[src/include/icra_pkg.sv]
/*
  Shared constants, state type and lane helpers for the indirect core
  register and process RAM access bridge.
  Assumes a 32-bit host register port with byte offsets up to 3ffh.
*/
package icra_pkg;

  // ----------------------------------------------------------------
  // Register offsets
  // ----------------------------------------------------------------
  localparam int         ICRA_AW          = 10;
  localparam logic [9:0] ICRA_RD_FIFO_LO  = 10'h000;
  localparam logic [9:0] ICRA_RD_FIFO_HI  = 10'h01c;
  localparam logic [9:0] ICRA_WR_FIFO_LO  = 10'h020;
  localparam logic [9:0] ICRA_WR_FIFO_HI  = 10'h03c;
  localparam logic [9:0] ICRA_OFF_DATA    = 10'h300;
  localparam logic [9:0] ICRA_OFF_CMD     = 10'h304;
  localparam logic [9:0] ICRA_OFF_RD_AL   = 10'h308;
  localparam logic [9:0] ICRA_OFF_RD_CMD  = 10'h30c;
  localparam logic [9:0] ICRA_OFF_WR_AL   = 10'h310;
  localparam logic [9:0] ICRA_OFF_WR_CMD  = 10'h314;

  // ----------------------------------------------------------------
  // Field positions and reset values
  // ----------------------------------------------------------------
  localparam int          ICRA_BUSY_BIT   = 31;
  localparam int          ICRA_DIR_BIT    = 30;
  localparam int          ICRA_ABORT_BIT  = 30;
  localparam int          ICRA_SIZE_LSB   = 16;
  localparam int          ICRA_SIZE_MSB   = 18;
  localparam int          ICRA_ADDR_MSB   = 15;
  localparam int          ICRA_LEN_LSB    = 16;
  localparam int          ICRA_FIFO_DEPTH = 16;
  localparam int          ICRA_CNT_W      = 5;
  localparam logic [31:0] ICRA_WORD_RST   = 32'h0000_0000;

  typedef enum logic [1:0] {
    ST_IDLE = 2'b00,
    ST_CSR  = 2'b01,
    ST_PRD  = 2'b11,
    ST_PWR  = 2'b10
  } icra_port_st_t;

  // Bytes that fit in the current word: the rest of the word or the rest
  // of the transfer, whichever is smaller.
  function automatic logic [2:0] icra_step(input logic [1:0] lo, input logic [15:0] len);
    logic [2:0] room;
    room = 3'h4 - {1'b0, lo};
    icra_step = (len < {13'h0, room}) ? len[2:0] : room;
  endfunction

  function automatic logic [3:0] icra_be(input logic [1:0] lo, input logic [2:0] n);
    logic [3:0] m;
    case (n)
      3'h1:    m = 4'h1;
      3'h2:    m = 4'h3;
      3'h3:    m = 4'h7;
      default: m = 4'hf;
    endcase
    icra_be = 4'(m << lo);
  endfunction

  function automatic logic icra_in_win(input logic [9:0] a, input logic [9:0] lo,
                                       input logic [9:0] hi);
    icra_in_win = (a >= lo) && (a <= hi);
  endfunction

endpackage

[src/hw/icra_bridge.sv]
/*
  Host register set bridging to a slave core: single core register
  accesses through a data/command pair, and process RAM bursts through
  read and write FIFOs.
  Assumes the host port and the core request port share core_clk, and that
  the core answers each request with a one-cycle ack while req is high.
*/
`timescale 1ns/1ps
module icra_bridge #(
  parameter int FIFO_DEPTH = icra_pkg::ICRA_FIFO_DEPTH
) (
  input  wire logic                     core_clk,
  input  wire logic                     resetn,
  input  wire logic                     direct_mapped_mode,
  input  wire logic [icra_pkg::ICRA_AW-1:0] reg_addr,
  input  wire logic                     reg_wr,
  input  wire logic                     reg_rd,
  input  wire logic [31:0]              reg_wdata,
  output logic [31:0]                   reg_rdata,
  output logic                          reg_rvalid,
  output logic                          core_req,
  output logic                          core_we,
  output logic [15:0]                   core_addr,
  output logic [3:0]                    core_be,
  output logic [31:0]                   core_wdata,
  input  wire logic                     core_ack,
  input  wire logic [31:0]              core_rdata
);
  import icra_pkg::*;

  // ----------------------------------------------------------------
  // Host decode
  // ----------------------------------------------------------------
  logic acc_ok, w_data, w_cmd, w_rdal, w_rdcmd, w_wral, w_wrcmd;
  logic csr_start, rd_start, rd_abort, wr_start, wr_abort;

  assign acc_ok    = !direct_mapped_mode;
  assign w_data    = reg_wr && acc_ok && (reg_addr == ICRA_OFF_DATA);
  assign w_cmd     = reg_wr && acc_ok && (reg_addr == ICRA_OFF_CMD);
  assign w_rdal    = reg_wr && acc_ok && (reg_addr == ICRA_OFF_RD_AL);
  assign w_rdcmd   = reg_wr && acc_ok && (reg_addr == ICRA_OFF_RD_CMD);
  assign w_wral    = reg_wr && acc_ok && (reg_addr == ICRA_OFF_WR_AL);
  assign w_wrcmd   = reg_wr && acc_ok && (reg_addr == ICRA_OFF_WR_CMD);
  assign rd_start  = w_rdcmd && reg_wdata[ICRA_BUSY_BIT];
  assign rd_abort  = w_rdcmd && reg_wdata[ICRA_ABORT_BIT];
  assign wr_start  = w_wrcmd && reg_wdata[ICRA_BUSY_BIT];
  assign wr_abort  = w_wrcmd && reg_wdata[ICRA_ABORT_BIT];

  // ----------------------------------------------------------------
  // State
  // ----------------------------------------------------------------
  icra_port_st_t    state_q;
  logic             core_req_q, core_we_q;
  logic [15:0]      core_addr_q;
  logic [3:0]       core_be_q;
  logic [31:0]      core_wdata_q;
  logic [31:0]      csr_host_q, csr_core_q;
  logic             core_access_busy_q, csr_dir_q;
  logic [2:0]       core_access_size_q;
  logic [15:0]      core_reg_byte_address_q;
  logic             rd_busy_q, wr_busy_q;
  logic [15:0]      rd_addr_q, rd_len_q, wr_addr_q, wr_len_q;
  logic [31:0]      reg_rdata_q, rd_mux;
  logic             reg_rvalid_q;
  logic [2:0]       rd_step, wr_step;
  logic             csr_done, rd_done, wr_done;
  logic             rf_push, rf_pop, rf_in_ready, rf_out_valid;
  logic [31:0]      rf_out_data;
  logic             wf_push, wf_in_ready, wf_out_valid;
  logic [31:0]      wf_out_data;
  logic [ICRA_CNT_W-1:0] rf_count, wf_count, wf_free;

  assign csr_start = w_cmd && reg_wdata[ICRA_BUSY_BIT] && !core_access_busy_q;
  assign rd_step   = icra_step(rd_addr_q[1:0], rd_len_q);
  assign wr_step   = icra_step(wr_addr_q[1:0], wr_len_q);
  assign csr_done  = (state_q == ST_CSR) && core_ack;
  assign rd_done   = (state_q == ST_PRD) && core_ack;
  assign wr_done   = (state_q == ST_PWR) && core_ack;

  // ----------------------------------------------------------------
  // Process RAM FIFOs
  // ----------------------------------------------------------------
  // An ack that lands after an abort is dropped so no stale word is queued.
  assign rf_push = rd_done && rd_busy_q && !rd_abort;
  assign rf_pop  = reg_rd && acc_ok && rf_out_valid &&
                   icra_in_win(reg_addr, ICRA_RD_FIFO_LO, ICRA_RD_FIFO_HI);
  assign wf_push = reg_wr && acc_ok &&
                   icra_in_win(reg_addr, ICRA_WR_FIFO_LO, ICRA_WR_FIFO_HI);
  assign wf_free = ICRA_CNT_W'(FIFO_DEPTH) - wf_count;

  icra_fifo #(.WIDTH(32), .DEPTH(FIFO_DEPTH), .CNT_W(ICRA_CNT_W)) u_rd_fifo (
    .core_clk  (core_clk),
    .resetn    (resetn),
    .flush     (rd_abort),
    .in_valid  (rf_push),
    .in_ready  (rf_in_ready),
    .in_data   (core_rdata),
    .out_valid (rf_out_valid),
    .out_ready (rf_pop),
    .out_data  (rf_out_data),
    .count     (rf_count)
  );

  icra_fifo #(.WIDTH(32), .DEPTH(FIFO_DEPTH), .CNT_W(ICRA_CNT_W)) u_wr_fifo (
    .core_clk  (core_clk),
    .resetn    (resetn),
    .flush     (wr_abort),
    .in_valid  (wf_push),
    .in_ready  (wf_in_ready),
    .in_data   (reg_wdata),
    .out_valid (wf_out_valid),
    .out_ready (wr_done),
    .out_data  (wf_out_data),
    .count     (wf_count)
  );

  // ----------------------------------------------------------------
  // Core request port
  // ----------------------------------------------------------------
  // Single core register accesses take priority over bursts; burst words
  // keep their natural byte lanes, so only the enables mark valid bytes.
  always_ff @(posedge core_clk or negedge resetn) begin
    if (!resetn) begin
      state_q      <= ST_IDLE;
      core_req_q   <= 1'b0;
      core_we_q    <= 1'b0;
      core_addr_q  <= '0;
      core_be_q    <= '0;
      core_wdata_q <= '0;
    end else begin
      case (state_q)
        ST_IDLE: begin
          if (core_access_busy_q) begin
            state_q      <= ST_CSR;
            core_req_q   <= 1'b1;
            core_we_q    <= !csr_dir_q;
            core_addr_q  <= {core_reg_byte_address_q[15:2], 2'b00};
            core_be_q    <= icra_be(core_reg_byte_address_q[1:0], core_access_size_q);
            core_wdata_q <= 32'(csr_host_q << {core_reg_byte_address_q[1:0], 3'b000});
          end else if (rd_busy_q && (rd_len_q != '0) && rf_in_ready) begin
            state_q      <= ST_PRD;
            core_req_q   <= 1'b1;
            core_we_q    <= 1'b0;
            core_addr_q  <= {rd_addr_q[15:2], 2'b00};
            core_be_q    <= icra_be(rd_addr_q[1:0], rd_step);
          end else if (wr_busy_q && (wr_len_q != '0) && wf_out_valid) begin
            state_q      <= ST_PWR;
            core_req_q   <= 1'b1;
            core_we_q    <= 1'b1;
            core_addr_q  <= {wr_addr_q[15:2], 2'b00};
            core_be_q    <= icra_be(wr_addr_q[1:0], wr_step);
            core_wdata_q <= wf_out_data;
          end
        end
        default: begin
          if (core_ack) begin
            state_q    <= ST_IDLE;
            core_req_q <= 1'b0;
          end
        end
      endcase
    end
  end

  // ----------------------------------------------------------------
  // Core register data and command words
  // ----------------------------------------------------------------
  always_ff @(posedge core_clk or negedge resetn) begin
    if (!resetn) begin
      csr_host_q <= ICRA_WORD_RST;
      csr_dir_q  <= 1'b0;
      core_access_size_q <= '0;
      core_reg_byte_address_q <= '0;
    end else begin
      if (w_data) begin
        csr_host_q <= reg_wdata;
      end
      if (w_cmd) begin
        csr_dir_q  <= reg_wdata[ICRA_DIR_BIT];
        core_access_size_q <= reg_wdata[ICRA_SIZE_MSB:ICRA_SIZE_LSB];
        core_reg_byte_address_q <= reg_wdata[ICRA_ADDR_MSB:0];
      end
    end
  end

  always_ff @(posedge core_clk or negedge resetn) begin
    if (!resetn) begin
      core_access_busy_q <= 1'b0;
      csr_core_q <= ICRA_WORD_RST;
    end else begin
      if (csr_start) begin
        core_access_busy_q <= 1'b1;
      end else if (csr_done) begin
        core_access_busy_q <= 1'b0;
      end
      if (csr_done && csr_dir_q) begin
        case (core_access_size_q)
          3'h1:    csr_core_q <= {24'h0, 8'(core_rdata >> {core_reg_byte_address_q[1:0], 3'b000})};
          3'h2:    csr_core_q <= {16'h0, 16'(core_rdata >> {core_reg_byte_address_q[1:0], 3'b000})};
          default: csr_core_q <= core_rdata;
        endcase
      end
    end
  end

  // ----------------------------------------------------------------
  // Process RAM burst control
  // ----------------------------------------------------------------
  always_ff @(posedge core_clk or negedge resetn) begin
    if (!resetn) begin
      rd_busy_q <= 1'b0;
      rd_addr_q <= '0;
      rd_len_q  <= '0;
    end else begin
      if (rd_abort) begin
        rd_busy_q <= 1'b0;
      end else if (rd_start) begin
        rd_busy_q <= 1'b1;
      end else if (rd_busy_q && (rd_len_q == '0) && (state_q != ST_PRD)) begin
        rd_busy_q <= 1'b0;
      end
      if (w_rdal) begin
        rd_len_q  <= reg_wdata[31:ICRA_LEN_LSB];
        rd_addr_q <= reg_wdata[15:0];
      end else if (rf_push) begin
        rd_addr_q <= rd_addr_q + 16'(rd_step);
        rd_len_q  <= rd_len_q - 16'(rd_step);
      end
    end
  end

  always_ff @(posedge core_clk or negedge resetn) begin
    if (!resetn) begin
      wr_busy_q <= 1'b0;
      wr_addr_q <= '0;
      wr_len_q  <= '0;
    end else begin
      if (wr_abort) begin
        wr_busy_q <= 1'b0;
      end else if (wr_start) begin
        wr_busy_q <= 1'b1;
      end else if (wr_busy_q && (wr_len_q == '0) && (state_q != ST_PWR)) begin
        wr_busy_q <= 1'b0;
      end
      if (w_wral) begin
        wr_len_q  <= reg_wdata[31:ICRA_LEN_LSB];
        wr_addr_q <= reg_wdata[15:0];
      end else if (wr_done && wr_busy_q) begin
        wr_addr_q <= wr_addr_q + 16'(wr_step);
        wr_len_q  <= wr_len_q - 16'(wr_step);
      end
    end
  end

  // ----------------------------------------------------------------
  // Host read path
  // ----------------------------------------------------------------
  always_comb begin
    rd_mux = '0;
    if (acc_ok) begin
      if (icra_in_win(reg_addr, ICRA_RD_FIFO_LO, ICRA_RD_FIFO_HI)) begin
        rd_mux = rf_out_valid ? rf_out_data : '0;
      end else begin
        case (reg_addr)
          ICRA_OFF_DATA:   rd_mux = csr_dir_q ? csr_core_q : csr_host_q;
          ICRA_OFF_CMD:    rd_mux = {core_access_busy_q, csr_dir_q, 11'h0, core_access_size_q, core_reg_byte_address_q};
          ICRA_OFF_RD_AL:  rd_mux = {rd_len_q, rd_addr_q};
          ICRA_OFF_RD_CMD: rd_mux = {rd_busy_q, 18'h0, rf_count, 7'h0, rf_out_valid};
          ICRA_OFF_WR_AL:  rd_mux = {wr_len_q, wr_addr_q};
          ICRA_OFF_WR_CMD: rd_mux = {wr_busy_q, 18'h0, wf_free, 7'h0, wf_in_ready};
          default:         rd_mux = '0;
        endcase
      end
    end
  end

  always_ff @(posedge core_clk or negedge resetn) begin
    if (!resetn) begin
      reg_rvalid_q <= 1'b0;
      reg_rdata_q  <= '0;
    end else begin
      reg_rvalid_q <= reg_rd;
      if (reg_rd) begin
        reg_rdata_q <= rd_mux;
      end
    end
  end

  assign reg_rdata  = reg_rdata_q;
  assign reg_rvalid = reg_rvalid_q;
  assign core_req   = core_req_q;
  assign core_we    = core_we_q;
  assign core_addr  = core_addr_q;
  assign core_be    = core_be_q;
  assign core_wdata = core_wdata_q;

  // ----------------------------------------------------------------
  // Checks
  // ----------------------------------------------------------------
  a_csr_start_busy: assert property (@(posedge core_clk) disable iff (!resetn)
    csr_start |=> core_access_busy_q ##1 (state_q == ST_CSR && core_req_q))
    else $error("busy write did not launch a core access");
  a_core_access_busy_hold: assert property (@(posedge core_clk) disable iff (!resetn)
    core_access_busy_q && !csr_done |=> core_access_busy_q)
    else $error("core access busy dropped before ack");
  a_csr_read_ready: assert property (@(posedge core_clk) disable iff (!resetn)
    $fell(core_access_busy_q) |-> $past(csr_done))
    else $error("busy cleared without core ack");
  a_zero_busy_ignored: assert property (@(posedge core_clk) disable iff (!resetn)
    w_cmd && !reg_wdata[ICRA_BUSY_BIT] && !core_access_busy_q |=> !core_access_busy_q)
    else $error("writing zero to busy started an access");
  a_direct_mode_hides: assert property (@(posedge core_clk) disable iff (!resetn)
    reg_rd && direct_mapped_mode |=> reg_rvalid && (reg_rdata == 32'h0))
    else $error("register visible in direct mapped mode");
  a_req_until_ack: assert property (@(posedge core_clk) disable iff (!resetn)
    core_req_q && !core_ack |=> core_req_q && $stable(core_addr_q) && $stable(core_be_q))
    else $error("core request changed before ack");
  a_word_be_full: assert property (@(posedge core_clk) disable iff (!resetn)
    core_req_q && state_q == ST_CSR && core_access_size_q == 3'h4 |-> core_be_q == 4'hf)
    else $error("four-byte access lacks full byte enables");
  a_rd_abort_flush: assert property (@(posedge core_clk) disable iff (!resetn)
    rd_abort |=> !rd_busy_q && rf_count == '0)
    else $error("read abort left busy or data");
  a_rd_empty_done: assert property (@(posedge core_clk) disable iff (!resetn)
    rd_busy_q && rd_len_q == '0 && state_q != ST_PRD && !rd_start |=> !rd_busy_q)
    else $error("read busy not cleared after burst");
  a_avail_count_pop: assert property (@(posedge core_clk) disable iff (!resetn)
    rf_pop && !rf_push && !rd_abort |=> rf_count == $past(rf_count) - 5'h1)
    else $error("available count did not drop on pop");

endmodule

[src/hw/icra_fifo.sv]
/*
  Word FIFO with show-ahead output, valid/ready on both sides and a
  synchronous flush.
  Assumes one clock; flush wins over a push or pop in the same cycle.
*/
`timescale 1ns/1ps
module icra_fifo #(
  parameter int WIDTH = 32,
  parameter int DEPTH = icra_pkg::ICRA_FIFO_DEPTH,
  parameter int CNT_W = icra_pkg::ICRA_CNT_W
) (
  input  wire logic             core_clk,
  input  wire logic             resetn,
  input  wire logic             flush,
  input  wire logic             in_valid,
  output logic                  in_ready,
  input  wire logic [WIDTH-1:0] in_data,
  output logic                  out_valid,
  input  wire logic             out_ready,
  output logic [WIDTH-1:0]      out_data,
  output logic [CNT_W-1:0]      count
);
  import icra_pkg::*;

  localparam int PW = $clog2(DEPTH);

  logic [WIDTH-1:0] mem_q [DEPTH];
  logic [PW-1:0]    wp_q;
  logic [PW-1:0]    rp_q;
  logic [CNT_W-1:0] cnt_q;
  logic             push;
  logic             pop;

  assign in_ready  = (cnt_q != CNT_W'(DEPTH));
  assign out_valid = (cnt_q != '0);
  assign out_data  = mem_q[rp_q];
  assign count     = cnt_q;
  assign push      = in_valid && in_ready;
  assign pop       = out_valid && out_ready;

  always_ff @(posedge core_clk) begin
    if (push) begin
      mem_q[wp_q] <= in_data;
    end
  end

  always_ff @(posedge core_clk or negedge resetn) begin
    if (!resetn) begin
      wp_q  <= '0;
      rp_q  <= '0;
      cnt_q <= '0;
    end else if (flush) begin
      wp_q  <= '0;
      rp_q  <= '0;
      cnt_q <= '0;
    end else begin
      if (push) begin
        wp_q <= PW'(wp_q + 1'b1);
      end
      if (pop) begin
        rp_q <= PW'(rp_q + 1'b1);
      end
      if (push && !pop) begin
        cnt_q <= CNT_W'(cnt_q + 1'b1);
      end else if (pop && !push) begin
        cnt_q <= CNT_W'(cnt_q - 1'b1);
      end
    end
  end

endmodule

[config.mk]
export PLATFORM = sky130hd
export DESIGN_NAME = icra_bridge
export DESIGN_NICKNAME = d
export VERILOG_FILES = /design/src/include/icra_pkg.sv /design/src/hw/icra_bridge.sv /design/src/hw/icra_fifo.sv
export SDC_FILE = /design/constraint.sdc
export NUM_CORES = 2
export LEC_CHECK = 0
export ABC_AREA = 1
export ABC_CLOCK_PERIOD_IN_PS = 4190
export BUFFER_PORTS_ARGS = -buffer_cell sky130_fd_sc_hd__buf_2
export CELL_PAD_IN_SITES_DETAIL_PLACEMENT = 0
export CELL_PAD_IN_SITES_GLOBAL_PLACEMENT = 1
export CORE_MARGIN = 2
export CORE_UTILIZATION = 29
export CTS_CLUSTER_SIZE = 20
export DETAILED_ROUTE_END_ITERATION = 8
export HOLD_SLACK_MARGIN = 0.1
export PLACE_DENSITY = 0.51
export SYNTH_ARGS = -nofsm -noshare
export SYNTH_HDL_FRONTEND = slang
export SYNTH_SLANG_ARGS = --single-unit
[constraint.sdc]
create_clock -name core_clk -period 4.19 [get_ports core_clk]
set_input_delay 0.6285 -clock core_clk [delete_from_list [all_inputs] [get_ports core_clk]]
set_output_delay 0.6285 -clock core_clk [all_outputs]
set_load 0.03 [all_outputs]
==> metrics.md <==
| Metric | Value |
|---|---|
| Layout fillers | `18820` |
| Initial DRC Count | `3699` |
| Syn Std Cell Area | `54940 sq um` |
| Setup Crit Path Kind | `flop to flop` |
| Switching share of power | `0.3653` |
| Final min period | `3859 ps` |
| Sink Count | `1288` |
| DP Worst Slack | `337.3 ps` |
| Slew of the pin with the lowest slew margin | `1125 ps` |
| Nets | `5112` |
| Skew final | `60.13 ps` |
| Post-DP HPWL | `131200 um` |
| Avg Inst Size Synth | `11.42 sq um` |
| GRT Total Usage | `0.2104` |
| Fmax | `0.2591 GHz` |
| Crit path DAT | `4540 ps` |
| Synth-to-Final Area Change | `17.08%` |
| Final Wtd Congestion | `0.8765` |
| GR Overflow Total | `0` |
| CTS clock-pin slew for the worst setup and hold paths | `70 ps` |
| Post-synth top flop | `edfxtp_1` |
| Post-route ant nets | `0` |
| Die H | `439.3 um` |
| CTS tree | `done` |
| Drt wl/cell | `27.12 um` |
| Mapped Cells | `4813` |
| TritonCTS Buffers | `149` |
| Combinational family with the most area after synthesis | `compound AO/OA/AOI/OAI gates` |
| Post-synth ARST share | `0.2050` |
| Unique masters post-synth | `59` |
| Int Power | `25.38 mW` |
| Drt first pass iters | `5` |
| Setup TNS | `0 ps` |
| Pleak | `22.62 nW` |
| Die width | `439.3 um` |
| Clk Latency, worst-skew pair | `820 ps` |
| Hold Fails Final Rpt | `0` |
| Startpoint types | `flop` |
| Largest net degree at the start of global routing | `130` |
| WL final | `206200 um` |
| Worst VDD drop | `0.5257 mV` |
| First-pass GRT wire length | `292900 um` |
| Net Sw Power | `14.61 mW` |
| Yosys reg bits | `1288` |
| Synth area leader | `edfxtp_1` |
| Dpl cell area | `59530 sq um` |
| RSZ-0062 raised after global routing | `no` |
| Max-slew headroom | `0.2438` |
| Pins Over Slew Limit | `0` |
| Synth top area cells | `edfxtp_1, dfrtp_1, o21ai_0, nor2_1, nand2_1` |
| Synth Area in XOR/XNOR | `0.008289` |
| CP required | `4870 ps` |
| Post-synthesis mux area share | `0.0001822` |
| Via count | `39390` |
| Number of max-cap violations | `0` |
| Clk buf depth | `3` |
| Combinational power share | `0.289` |
| Sequential Power Share | `0.391` |
| Clk pwr share | `0.320` |
| DRC violations left | `0` |
| Final setup violation count | `0` |
| Simple-gate share of the synthesized area | `0.1103` |
| Starting Density | `0.2922` |
| Root buffer cell | `clkbuf_16` |
| I/O pins | `167` |
| Outcome | `completed` |
| Pwr per Cell Area | `621.6 nW/um^2` |
| Crit end category | `flop` |
| CP Max Fanout | `5` |
| Initial antenna violation count | `24` |
| Die ar. | `193000 sq um` |
| H-tree depth | `4` |
| Crit share post-route | `0.9211` |
| Final WS setup | `330.7 ps` |
| Hold/Removal Path Class | `primary input to flop` |
| PortBufs | `164` |
| Vias per inst | `5.181` |
| Layout cells sized above 1 | `0.1196` |
| Core area | `188000 sq um` |
| Synth warn | `0` |
| Site Rows | `159` |
| Post-CTS Setup Bufs | `0` |
| Seq/Total Area, Yosys | `0.6799` |
| Adder-Cell Fraction of Synth Area | `0.01084` |
| Compound-Gate Fraction of Synth Area | `0.1486` |
| EDFF count, synth | `1024` |
| Finished Cell Area | `64330 sq um` |
| Vias in the first global route | `38500` |
| Yosys top cell area share | `0.5597` |
-- metal layers --
layer | vias up | wire [um] | part of all wire | track usage
met5 | - | 62 | 0.00030 | 0
met2 | 1059 | 97640 | 0.47 | 0.3438
met4 | 10 | 6272 | 0.030 | 0.06601
met3 | 270 | 9897 | 0.048 | 0.02674
li1 | 17820 | - | - | -
met1 | 20230 | 92350 | 0.45 | 0.2900
-- Yosys cell counts (4+ instances only) --
cell          n
nor2_2        5
o31ai_1       8
xor2_1       44
a21o_1        6
nand4_1      25
nor4_1        6
nor3_1       19
nor2_4        6
o22ai_1     147
inv_1       269
o221ai_1    185
o211ai_1     63
xnor2_1       8
nor2_1      671
nor3_2        4
inv_2        15
nand2_1     559
o21ai_0     758
o2111ai_1    14
or2_2         6
o311ai_0      4
fa_1          6
ha_1         38
clkbuf_1    208
a22o_1        8
a32o_1        6
buf_2        69
o21ai_1      20
a31oi_1       9
dfrtp_1     264
buf_1         8
a21oi_1      94
a22oi_1       9
clkinv_1      6
nand2_2      12
nand3_1     162
a221oi_1     16
edfxtp_1   1024
-- flip-flops by register name, summed over array words and instances, names as in the netlist, 2 cells and up --
register                 count
rd_addr_q                   16
wr_len_q                    16
wr_addr_q                   16
u_rd_fifo.count              5
u_wr_fifo.rp_q               4
rd_len_q                    16
u_wr_fifo.count              5
core_addr                   14
csr_host_q                  32
core_be                      4
reg_rdata                   32
u_rd_fifo.mem_q            512
u_rd_fifo.rp_q               4
core_wdata                  32
core_reg_byte_address_q     16
u_wr_fifo.mem_q            512
core_access_size_q           3
state_q                      2
csr_core_q                  32
u_wr_fifo.wp_q               4
u_rd_fifo.wp_q               4
-- path summary, 6_finish.rpt --
kind,startpoint,end,slack [ps],cells after the start
min in group asynchronous,resetn,rd_addr_q[1]$_DFFE_PN0P_,470,2
min,core_rdata[21],u_rd_fifo.mem_q[8][21]$_DFFE_PP_,220,1
max,wr_addr_q[1]$_DFFE_PN0P_,wr_addr_q[10]$_DFFE_PN0P_,330,20
max reg2reg,wr_addr_q[1]$_DFFE_PN0P_,wr_addr_q[10]$_DFFE_PN0P_,330,20
max in group asynchronous,resetn,core_wdata[1]$_DFFE_PN0P_,2730,3
min reg2reg,core_addr[4]$_DFFE_PN0P_,core_addr[4]$_DFFE_PN0P_,480,2
-- kinds of logic after synthesis --
logic type,count (synthesis)
AOI/OAI and AO/OA,1361
xor gates and xnor gates,52
adders and majority gates,44
buffers and inverters,581
DFF,1288
muxes,1
other,1
and+or+nand+nor,1485
-- cell usage in the layout, fill, tap and decap left out, types with 9 or more instances in the layout --
| cell type | n |
|---|---|
| o221ai_1 | 185 |
| clkbuf_1 | 46 |
| clkinv_1 | 32 |
| nand4_1 | 25 |
| o22ai_1 | 147 |
| buf_2 | 163 |
| buf_4 | 112 |
| clkbuf_16 | 149 |
| a31oi_1 | 9 |
| clkinv_2 | 12 |
| inv_1 | 264 |
| nand3_1 | 162 |
| o21ai_0 | 757 |
| nor2_4 | 38 |
| a221oi_1 | 16 |
| buf_12 | 35 |
| edfxtp_1 | 1024 |
| dfrtp_1 | 256 |
| o21ai_1 | 21 |
| a22oi_1 | 9 |
| nor3_1 | 18 |
| nand2_2 | 13 |
| nand2_1 | 558 |
| a21oi_1 | 94 |
| bufinv_16 | 9 |
| o211ai_1 | 63 |
| ha_1 | 38 |
| nor2_1 | 638 |
| o2111ai_1 | 14 |
| xor2_1 | 44 |
| inv_2 | 15 |
-- worst max-delay path: stages, from the launching register on --
cell and delay, ps:
dfrtp_1 440, inv_1 220, ha_1 210, inv_1 60
ha_1 160, or2_2 270, nor2_2 170, nand4_1 110
nand2_1 160, ha_1 210, inv_1 60, fa_1 430
nor2_1 110, o21ai_0 160, nor2_1 270, nand3_1 150
nor2_1 180, nand2_1 90, xor2_1 150, nand2_1 60
o221ai_1 100
-- cell type report --
type | count | area [sq um] | area share
timing repair buffer | 314 | 2402 | 0.03734
inverter | 290 | 1106 | 0.01719
antenna | 6 | 15.01 | 0.0002334
tap | 2495 | 3122 | 0.04853
multi-input combinational | 2945 | 15550 | 0.2417
sequential | 1288 | 37380 | 0.5811
clock buffer | 202 | 3998 | 0.06214
clock inverter | 63 | 754.5 | 0.01173
-- power groups by stage --
| stage | combinational (mW) | clock [mW] | sequential (mW) |
|---|---|---|---|
| final | 11.6 | 12.8 | 15.6 |
| after global routing | 12.8 | 13.6 | 15.7 |
| after CTS | 11.7 | 13.1 | 15.6 |
| after detailed placement | 11.6 | 0 | 15.9 |
| after global placement | 11.6 | 0 | 15.9 |
| after floorplan | 6.87 | 0 | 15.9 |
-- stage by stage --
stage / total power [mW] / cells / hold WS, ps / util
global route: 42.08 / 7599 / 177.7 / 0.3421
detailed placement: 27.51 / 7329 / 473.0 / 0.3166
global placement: 27.53 / 7329 / 469.8 / 0.3166
floorplan: 22.72 / 4814 / 332.9 / -
CTS: 40.41 / 7597 / 149.6 / 0.3421
finish: 39.99 / 7603 / 215.0 / 0.3422
-- what timing repair did --
item / in CTS / in global routing
hold buffers: 3 / 0
resized for setup: 0 / 1
setup endpoints to repair: 0 / 1
hold endpoints to repair: 81 / 0
Power figures use the tool's default switching activity.
